$ cat src/pmc_pkg.sv
// Purpose: constants and types shared by the power mode controller
// Assumes: 8-bit register data, 125 MHz core clock
// Notes:   register offsets are word indices on the plain register port
package pmc_pkg;
   localparam int          ADDR_W          = 3;
   localparam int          DATA_W          = 8;
   localparam int          VEC_W           = 16;

   localparam logic [2:0]  OFS_POWER_CTRL  = 3'h0;
   localparam logic [2:0]  OFS_POWER_CFG   = 3'h1;
   localparam logic [2:0]  OFS_FLASH_TIME  = 3'h2;
   localparam logic [2:0]  OFS_CLK_CTRL    = 3'h3;
   localparam logic [2:0]  OFS_STATUS      = 3'h4;

   // power_control_reg
   localparam int          BIT_IDLE_SEL    = 0;
   localparam int          BIT_STOP_SEL    = 1;
   // power_cfg_reg
   localparam int          BIT_SLEEP_SEL   = 7;
   localparam int          BIT_SUSP_SEL    = 6;
   localparam int          BIT_FLAG_CLR    = 5;
   localparam int          BIT_RST_WAKE    = 4;
   localparam int          WAKE_EN_W       = 4;
   localparam int          FLAG_W          = 5;
   // flash_timing_reg
   localparam int          BIT_BYPASS      = 6;
   // clock control
   localparam int          BIT_LP_OSC      = 0;
   localparam int          BIT_EXT_OSC     = 1;
   localparam int          BIT_WDT_EN      = 2;
   localparam int          BIT_MON_EN      = 3;
   localparam int          BIT_WDT_KICK    = 4;

   localparam logic [VEC_W-1:0] RESET_VECTOR = 16'h0000;
   localparam logic        LP_OSC_RST      = 1'h1;
   localparam logic        EXT_OSC_RST     = 1'h0;
   localparam logic        WDT_EN_RST      = 1'h1;
   localparam logic        MON_EN_RST      = 1'h1;

   localparam int          CLK_PERIOD_PS   = 8000;
   localparam int          MON_TIMEOUT_NS  = 100000;
   localparam int          MON_CYCLES_DEF  =
      (MON_TIMEOUT_NS * 1000) / CLK_PERIOD_PS;
   localparam int          WDT_CYCLES_DEF  = 65536;

   typedef enum logic [2:0] {
      PMC_NORMAL,
      PMC_IDLE,
      PMC_STOP,
      PMC_SUSPEND,
      PMC_SLEEP
   } pmc_mode_t;
endpackage

$ cat src/pmc_timer_if.sv
// Purpose: control and expiry signals between controller and a timer
// Assumes: all signals on core_clk
// Notes:   expired is a one-cycle pulse
`timescale 1ns/1ps
`default_nettype none
interface pmc_timer_if;
   logic enable;
   logic run;
   logic kick;
   logic expired;
   modport ctrl  (output enable, output run, output kick, input expired);
   modport timer (input enable, input run, input kick, output expired);
endinterface
`default_nettype wire

$ cat src/pmc_watchdog.sv
// Purpose: watchdog counter that can end idle with an internal reset
// Assumes: run is high whenever the core clock reaches peripherals
// Notes:   counts from zero again after each expiry
`timescale 1ns/1ps
`default_nettype none
module pmc_watchdog #(
   parameter int LIMIT = pmc_pkg::WDT_CYCLES_DEF
) (
   input  wire logic   core_clk,
   input  wire logic   reset,
   pmc_timer_if.timer  tmr
);
   import pmc_pkg::*;
   localparam int W = $clog2(LIMIT + 1);
   if (LIMIT < 2) $error("watchdog limit too small");

   typedef struct packed {
      logic [W-1:0] cnt;
      logic         expired;
   } pmc_wdt_state_t;

   pmc_wdt_state_t s, next_s;

   always_comb
   begin
      next_s = s;
      next_s.expired = 1'b0;
      if (!tmr.enable || tmr.kick)
         next_s.cnt = '0;
      else if (tmr.run)
      begin
         // keeps counting through idle
         if (s.cnt == W'(LIMIT - 1))
         begin
            next_s.cnt = '0;
            next_s.expired = 1'b1;
         end
         else
            next_s.cnt = s.cnt + W'(1);
      end
   end

   always_ff @(posedge core_clk or posedge reset)
      if (reset)
         s <= '0;
      else
         s <= next_s;

   assign tmr.expired = s.expired;
endmodule
`default_nettype wire

$ cat src/pmc_clock_monitor.sv
// Purpose: lost clock monitor that raises an internal reset in stop
// Assumes: run is high while the core is stopped
// Notes:   timeout is a parameter so simulation can shorten it
`timescale 1ns/1ps
`default_nettype none
module pmc_clock_monitor #(
   parameter int LIMIT = pmc_pkg::MON_CYCLES_DEF
) (
   input  wire logic   core_clk,
   input  wire logic   reset,
   pmc_timer_if.timer  tmr
);
   import pmc_pkg::*;
   localparam int W = $clog2(LIMIT + 1);
   if (LIMIT < 2) $error("monitor timeout too small");

   typedef struct packed {
      logic [W-1:0] cnt;
      logic         expired;
   } pmc_mon_state_t;

   pmc_mon_state_t s, next_s;

   always_comb
   begin
      next_s = s;
      next_s.expired = 1'b0;
      if (!tmr.enable || !tmr.run || tmr.kick)
         next_s.cnt = '0;
      else if (s.cnt == W'(LIMIT - 1))
      begin
         // restart the count so expiry stays a single pulse
         next_s.cnt     = '0;
         next_s.expired = 1'b1;
      end
      else
         next_s.cnt = s.cnt + W'(1);
   end

   always_ff @(posedge core_clk or posedge reset)
      if (reset)
         s <= '0;
      else
         s <= next_s;

   assign tmr.expired = s.expired;
endmodule
`default_nettype wire

$ cat src/pmc_power_mode_controller.sv
// Purpose: power mode selection and entry/exit sequencing for the core
// Assumes: instr_done pulses when the current instruction completes
// Notes:   all outputs are registered; read data valid one cycle later
`timescale 1ns/1ps
`default_nettype none
module pmc_power_mode_controller #(
   parameter int WDT_CYCLES = pmc_pkg::WDT_CYCLES_DEF,
   parameter int MON_CYCLES = pmc_pkg::MON_CYCLES_DEF
) (
   input  wire logic                       core_clk,
   input  wire logic                       reset,
   input  wire logic [pmc_pkg::ADDR_W-1:0] reg_addr,
   input  wire logic [pmc_pkg::DATA_W-1:0] reg_wdata,
   input  wire logic                       reg_wr,
   input  wire logic                       reg_rd,
   output var  logic [pmc_pkg::DATA_W-1:0] reg_rdata,
   input  wire logic                       instr_done,
   input  wire logic                       irq_pending,
   input  wire logic                       ext_rst_req,
   input  wire logic                       rst_pin_fall,
   input  wire logic                       rtc_osc_fail,
   input  wire logic                       rtc_alarm,
   input  wire logic                       port_match,
   input  wire logic                       cmp0_rise,
   input  wire logic                       two_cell_mode,
   output var  logic                       cpu_halt,
   output var  logic                       periph_clk_en,
   output var  logic                       prec_osc_en,
   output var  logic                       lp_osc_run,
   output var  logic                       ext_osc_run,
   output var  logic                       sysclk_gate,
   output var  logic                       supply_gate,
   output var  logic                       flash_bypass,
   output var  logic                       resume_irq,
   output var  logic                       resume_next,
   output var  logic                       restart_req,
   output var  logic [pmc_pkg::VEC_W-1:0]  restart_vec,
   output var  pmc_pkg::pmc_mode_t         mode
);
   import pmc_pkg::*;
   if (WDT_CYCLES < 2 || MON_CYCLES < 2) $error("timer counts too small");

   typedef struct packed {
      pmc_mode_t                mode;
      logic                     idle_sel;
      logic                     stop_sel;
      logic                     susp_sel;
      logic                     sleep_sel;
      logic [WAKE_EN_W-1:0]     wake_en;
      logic [FLAG_W-1:0]        wake_flag;
      logic                     bypass;
      logic                     lp_osc_en;
      logic                     ext_osc_en;
      logic                     wdt_en;
      logic                     mon_en;
      logic [DATA_W-1:0]        rdata;
      logic                     cpu_halt;
      logic                     periph_clk_en;
      logic                     prec_osc_en;
      logic                     lp_osc_run;
      logic                     ext_osc_run;
      logic                     sysclk_gate;
      logic                     supply_gate;
      logic                     resume_irq;
      logic                     resume_next;
      logic                     restart_req;
      logic [VEC_W-1:0]         restart_vec;
   } pmc_state_t;

   localparam pmc_state_t RESET_STATE = '{
      mode:          PMC_NORMAL,
      lp_osc_en:     LP_OSC_RST,
      ext_osc_en:    EXT_OSC_RST,
      wdt_en:        WDT_EN_RST,
      mon_en:        MON_EN_RST,
      periph_clk_en: 1'b1,
      prec_osc_en:   1'b1,
      lp_osc_run:    LP_OSC_RST,
      ext_osc_run:   EXT_OSC_RST,
      restart_vec:   RESET_VECTOR,
      default:       '0
   };

   pmc_state_t s, next_s;

   pmc_timer_if wdt_bus ();
   pmc_timer_if mon_bus ();

   logic                 any_rst;
   logic [FLAG_W-1:0]    wake_ev;
   logic [FLAG_W-1:0]    wake_mask;
   logic                 wr_ctrl;
   logic                 wr_cfg;
   logic                 wr_clk;

   assign any_rst   = ext_rst_req | wdt_bus.expired | mon_bus.expired;
   assign wake_ev   = {rst_pin_fall, rtc_osc_fail, rtc_alarm,
                       port_match, cmp0_rise};
   // reset pin wake is always armed
   assign wake_mask = {1'b1, s.wake_en};
   assign wr_ctrl   = reg_wr && reg_addr == OFS_POWER_CTRL;
   assign wr_cfg    = reg_wr && reg_addr == OFS_POWER_CFG;
   assign wr_clk    = reg_wr && reg_addr == OFS_CLK_CTRL;

   // watchdog runs whenever the peripheral clock does
   assign wdt_bus.enable = s.wdt_en;
   assign wdt_bus.run    = s.mode inside {PMC_NORMAL, PMC_IDLE};
   assign wdt_bus.kick   = wr_clk && reg_wdata[BIT_WDT_KICK];
   assign mon_bus.enable = s.mon_en;
   assign mon_bus.run    = s.mode == PMC_STOP;
   assign mon_bus.kick   = 1'b0;

   pmc_watchdog #(
      .LIMIT    (WDT_CYCLES)
   ) u_watchdog (
      .core_clk (core_clk),
      .reset    (reset),
      .tmr      (wdt_bus.timer)
   );

   pmc_clock_monitor #(
      .LIMIT    (MON_CYCLES)
   ) u_clock_monitor (
      .core_clk (core_clk),
      .reset    (reset),
      .tmr      (mon_bus.timer)
   );

   always_comb
   begin
      logic [FLAG_W-1:0] armed;
      armed = '0;
      next_s = s;
      next_s.rdata       = '0;
      next_s.resume_irq  = 1'b0;
      next_s.resume_next = 1'b0;
      next_s.restart_req = 1'b0;

      // flags always track events; a new event beats the clear
      if (wr_cfg && reg_wdata[BIT_FLAG_CLR])
         next_s.wake_flag = '0;
      next_s.wake_flag = next_s.wake_flag | wake_ev;

      armed = next_s.wake_flag & wake_mask;
      if (s.mode == PMC_SLEEP && !two_cell_mode)
         armed[0] = 1'b0;

      unique case (s.mode)
         PMC_NORMAL:
         begin
            if (instr_done)
            begin
               // suspend/sleep refused while an armed flag is still set
               if (s.sleep_sel && (s.wake_flag & wake_mask) == '0)
                  next_s.mode = PMC_SLEEP;
               else if (s.susp_sel && (s.wake_flag & wake_mask) == '0)
                  next_s.mode = PMC_SUSPEND;
               else if (s.stop_sel)
                  next_s.mode = PMC_STOP;
               else if (s.idle_sel)
                  next_s.mode = PMC_IDLE;
               next_s.susp_sel  = 1'b0;
               next_s.sleep_sel = 1'b0;
            end
         end
         PMC_IDLE:
         begin
            if (irq_pending)
            begin
               next_s.idle_sel   = 1'b0;
               next_s.mode       = PMC_NORMAL;
               // core vectors first, then returns past the idle write
               next_s.resume_irq = 1'b1;
            end
         end
         // stop leaves only through the reset path below
         PMC_STOP:
            next_s.mode = PMC_STOP;
         PMC_SUSPEND, PMC_SLEEP:
         begin
            if (armed != '0)
            begin
               next_s.mode        = PMC_NORMAL;
               next_s.resume_next = 1'b1;
            end
         end
      endcase

      // software writes land after the hardware clear
      if (wr_ctrl)
      begin
         next_s.idle_sel = reg_wdata[BIT_IDLE_SEL];
         next_s.stop_sel = reg_wdata[BIT_STOP_SEL];
      end
      if (wr_cfg)
      begin
         next_s.sleep_sel = reg_wdata[BIT_SLEEP_SEL];
         next_s.susp_sel  = reg_wdata[BIT_SUSP_SEL];
         next_s.wake_en   = reg_wdata[WAKE_EN_W-1:0];
      end
      if (reg_wr && reg_addr == OFS_FLASH_TIME)
         next_s.bypass = reg_wdata[BIT_BYPASS];
      if (wr_clk)
      begin
         next_s.lp_osc_en  = reg_wdata[BIT_LP_OSC];
         next_s.ext_osc_en = reg_wdata[BIT_EXT_OSC];
         next_s.wdt_en     = reg_wdata[BIT_WDT_EN];
         next_s.mon_en     = reg_wdata[BIT_MON_EN];
      end

      // internal or external reset: restart from the reset vector
      if (any_rst)
      begin
         next_s.mode        = PMC_NORMAL;
         next_s.idle_sel    = 1'b0;
         next_s.stop_sel    = 1'b0;
         next_s.susp_sel    = 1'b0;
         next_s.sleep_sel   = 1'b0;
         next_s.resume_irq  = 1'b0;
         next_s.resume_next = 1'b0;
         next_s.restart_req = 1'b1;
         next_s.restart_vec = RESET_VECTOR;
      end

      if (reg_rd)
      begin
         unique case (reg_addr)
            OFS_POWER_CTRL:
            begin
               next_s.rdata[BIT_IDLE_SEL] = s.idle_sel;
               next_s.rdata[BIT_STOP_SEL] = s.stop_sel;
            end
            OFS_POWER_CFG:
               next_s.rdata[FLAG_W-1:0] = s.wake_flag;
            OFS_FLASH_TIME:
               next_s.rdata[BIT_BYPASS] = s.bypass;
            OFS_CLK_CTRL:
            begin
               next_s.rdata[BIT_LP_OSC]  = s.lp_osc_en;
               next_s.rdata[BIT_EXT_OSC] = s.ext_osc_en;
               next_s.rdata[BIT_WDT_EN]  = s.wdt_en;
               next_s.rdata[BIT_MON_EN]  = s.mon_en;
            end
            OFS_STATUS:
               next_s.rdata[$bits(pmc_mode_t)-1:0] = s.mode;
            default:
               next_s.rdata = '0;
         endcase
      end

      // output decode from the mode being entered
      next_s.cpu_halt      = next_s.mode != PMC_NORMAL;
      next_s.periph_clk_en =
         next_s.mode inside {PMC_NORMAL, PMC_IDLE};
      next_s.prec_osc_en   =
         next_s.mode inside {PMC_NORMAL, PMC_IDLE};
      next_s.lp_osc_run    = next_s.lp_osc_en &&
         !(next_s.mode inside {PMC_SUSPEND, PMC_SLEEP});
      next_s.ext_osc_run   = next_s.ext_osc_en &&
         !(next_s.mode inside {PMC_SUSPEND, PMC_SLEEP});
      next_s.sysclk_gate   =
         next_s.mode inside {PMC_SUSPEND, PMC_SLEEP};
      next_s.supply_gate   = next_s.mode == PMC_SLEEP;
   end

   always_ff @(posedge core_clk or posedge reset)
      if (reset)
         s <= RESET_STATE;
      else
         s <= next_s;

   assign reg_rdata     = s.rdata;
   assign cpu_halt      = s.cpu_halt;
   assign periph_clk_en = s.periph_clk_en;
   assign prec_osc_en   = s.prec_osc_en;
   assign lp_osc_run    = s.lp_osc_run;
   assign ext_osc_run   = s.ext_osc_run;
   assign sysclk_gate   = s.sysclk_gate;
   assign supply_gate   = s.supply_gate;
   assign flash_bypass  = s.bypass;
   assign resume_irq    = s.resume_irq;
   assign resume_next   = s.resume_next;
   assign restart_req   = s.restart_req;
   assign restart_vec   = s.restart_vec;
   assign mode          = s.mode;
endmodule
`default_nettype wire

$ cat config.mk
export PLATFORM = sky130hd
export DESIGN_NAME = pmc_power_mode_controller
export DESIGN_NICKNAME = d
export VERILOG_FILES = /design/src/pmc_pkg.sv /design/src/pmc_timer_if.sv /design/src/pmc_watchdog.sv /design/src/pmc_clock_monitor.sv /design/src/pmc_power_mode_controller.sv
export SDC_FILE = /design/constraint.sdc
export NUM_CORES = 1
export LEC_CHECK = 0
export BUFFER_PORTS_ARGS = -buffer_cell sky130_fd_sc_hd__buf_2
export CORE_UTILIZATION = 55
export CTS_CLUSTER_SIZE = 28
export DETAILED_ROUTE_END_ITERATION = 16
export PLACE_DENSITY_LB_ADDON = 0.08
export SLEW_MARGIN = 25
export SYNTH_ARGS = -nofsm -noshare
export SYNTH_HDL_FRONTEND = slang
export SYNTH_SLANG_ARGS = --single-unit
$ cat constraint.sdc
create_clock -name core_clk -period 3.3 [get_ports core_clk]
set_clock_uncertainty 0.2 [all_clocks]
set_input_delay 0.495 -clock core_clk [delete_from_list [all_inputs] [get_ports core_clk]]
set_output_delay 0.495 -clock core_clk [all_outputs]
set_load 0.005 [all_outputs]
==> metrics.md <==
| Metric | Value |
|---|---|
| Yosys synthesis warning count | `0` |
| Final wirelength | `between 7000 and 8000 um` |
| Port buffer count | `43` |
| Flop pwr share | `between 40% and 50%` |
| Vias in the first global route | `~2700` |
| Post-route ant nets | `0` |
| Clock Latency Late Sink | `between 0.3 and 0.4 ns` |
| # clock sinks | `69` |
| Setup CP Type | `reg2reg` |
| Diodes inserted | `0` |
| Core Area | `approximately 6000 um^2` |
| Layout cells sized above 1 | `between 20% and 30%` |
| Worst EP arrival | `2.77 ns` |
| EDFF count, synth | `0` |
| Syn Area/Cell | `slightly below 10 um^2` |
| HP Class | `in2async` |
| Register area share after synthesis | `48.6%` |
| Most frequent cells in the layout | `64 x dfrtp_1, 43 x buf_2, 39 x nor2_1, 31 x nand2_1, 25 x o21ai_0` |
| Synth unique cells | `55` |
| Switch Pwr | `498 uW` |
| Drt first-iter violations | `141` |
| Post-CTS sizing | `0` |
| CTS tree | `built` |
| R2r setup slk | `0.56 ns` |
| Relative slew slack | `between 50% and 60%` |
| Pwr Density | `493 nW/um^2` |
| Fin Setup TNS | `0 ns` |
| Slew Viols, Final | `0` |
| Synth async-reset ratio | `between 90% and 100%` |
| Endpoints failing hold | `0` |
| Chip width | `approximately 83 um` |
| Power share of the clock group | `between 40% and 50%` |
| Synthesized cell area | `3570 um^2` |
| Max-cap violations | `0` |
| Yosys reg bits | `69` |
| Synth Instances | `371` |
| Worst-case reg-to-reg path depth | `7` |
| CP required | `3.34 ns` |
| Total power | `approximately 2000 uW` |
| Worst slew pin tran | `roughly 0.73 ns` |
| Total global routing overflow | `0` |
| Commonest non-fill, non-tap cell in the layout | `dfrtp_1` |
| Gate power share | `11.3%` |
| Die Y | `about 83 um` |
| DR vias | `~2700` |
| RSZ-0062 raised after global routing | `no` |
| CP Max Fanout | `12` |
| Final worst path period need | `roughly 2.7 ns` |
| Post-CTS setup buffer count | `0` |
| Vias per cell | `roughly 5.5` |
| First-pass GRT wire length | `about 12000 um` |
| Fin crit share | `82.9%` |
| Total Die Area | `a little under 7000 um^2` |
| Clk root buf | `clkbuf_8` |
| Largest net degree at the start of global routing | `35` |
| CTS clk-pin slew, worst paths | `0.08 ns` |
| Placement Rows | `28` |
| Initial core utilization | `around three fifths` |
| Clock Tree Buf Depth | `2` |
| IO Count | `62` |
| # setup viols final | `0` |
| R2R Path End | `sysclk_gate` |
| Area Overhead vs Synth | `11.5%` |
| Maximum VDD drop | `~0.00038 V` |
| Crit. End Element | `register` |
| Initial antenna violation count | `0` |
| Pleak | `~0.0019 uW` |
| # hold bufs at CTS | `0` |
| GRT Total Usage | `a little under a quarter` |
| DRT Pass-1 Iters | `4` |
| # DRC | `0` |
| CP Launch Type | `register` |
| Max Clk Rate | `about 0.37 GHz` |
| Hold Slack | `0.0447 ns` |
| Crit Reg-Reg Startpoint | `mode[0]` |
| Detail Placement HPWL | `5160 um` |
| Main synth FF type | `dfrtp_1` |
| H-tree Lvls | `3` |
| Sw Share | `25.4%` |
| Total CTS buffers | `9` |
| GPL Wtd Cong | `0.843` |
| WL/cell | `14.7 um` |
| Final Net Count | `~440` |
| Status | `finished, final reports clean` |
| Int Pwr | `1460 uW` |
-- final cells by class --
| class | instances | area [um^2] |
|---|---|---|
| Fill cell | 520 | 2120 |
| Sequential cell | 69 | 1730 |
| Multi-Input combinational cell | 262 | 1580 |
| Timing Repair Buffer | 51 | 275 |
| Clock buffer | 11 | 151 |
| Tap cell | 75 | 93.8 |
| Clock inverter | 5 | 82.6 |
| Inverter | 16 | 60.1 |
-- layer usage --
layer  global-route usage, %  vias up  part of all wire, %
met2                    40.2       80                   49
met4                    11.0        0                  3.2
li1                        -     1308                    -
met5                       0        -                    0
met3                    5.60       18                  4.7
met1                    28.0     1305                   43
-- worst max-delay path by stage --
stage / start / to
final: mode[0] / sysclk_gate
after global placement: reg_addr[1] / sysclk_gate
after CTS: mode[0] / sysclk_gate
after global routing: mode[0] / sysclk_gate
after floorplan: reg_addr[2] / cpu_halt
after detailed placement: reg_addr[1] / sysclk_gate
-- power by group through the flow --
stage               logic, uW  clock network [uW]  registers, uW
floorplan                 172                   0            941
global placement          219                   0            952
detailed placement        223                   0            953
CTS                       224                 810            937
global route              256                 854            945
finish                    222                 803            938
-- worst max-delay path: stages (launching register included) --
cell,delay [ns]
dfrtp_1,0.52
or3b_1,0.50
o21a_1,0.23
a2111oi_4,0.36
and2_1,0.22
o211ai_1,0.14
and3_1,0.25
or2_1,0.21
-- cells by family after synthesis --
logic type               Yosys count  share of synthesized area (%)
multiplexers                      13                           3.89
adder cells (fa/ha/maj)            2                          0.702
buffers and inverters             57                           9.05
AND/OR/NAND/NOR                  146                           21.1
AO/OA/AOI/OAI                     67                           12.6
XOR/XNOR                          16                           3.93
flip-flops                        69                           48.6
other                              1                          0.105
-- Yosys cell counts, drive strengths merged, types with 2 or more instances --
cell type	number	area share [%]
o21a	2	0.42
a31oi	8	1.4
nand2b	7	1.2
nor2	39	4.1
nand3b	3	0.63
xnor2	5	1.2
o31ai	5	1.1
buf	31	6.3
xor2	11	2.7
o41ai	2	0.49
mux2	7	2.2
a21oi	12	1.7
nand3	13	1.8
nor3b	2	0.42
nand2	31	3.3
nor2b	10	1.8
inv	16	1.7
or2	2	0.35
mux2i	6	1.7
a211oi	2	0.77
dfrtp	64	45
dfstp	5	3.7
o21ai	25	3.5
clkbuf	10	1.1
and2	3	0.53
ha	2	0.70
nand4	6	1.1
nor3	7	1.1
or3	3	0.53
and3	11	1.9
-- per-stage QoR --
step / cell area (um^2) / cells / util [%] / setup WS [ns]
finish: 3980 / 489 / 65.3 / 0.564
global route: 3980 / 489 / 65.3 / 0.416
CTS: 3980 / 489 / 65.3 / 0.565
detailed placement: 3740 / 473 / 61.4 / 0.484
global placement: 3740 / 473 / 61.4 / 0.539
floorplan: 3630 / 388 / - / 0.797
-- registers in the layout, summed over array words and instances, names as in the netlist, 3 cells and up --
signal,cells
u_watchdog.s,17
s,15
u_clock_monitor.s,14
reg_rdata,6
mode,3
(Power assumes the default switching activity.)
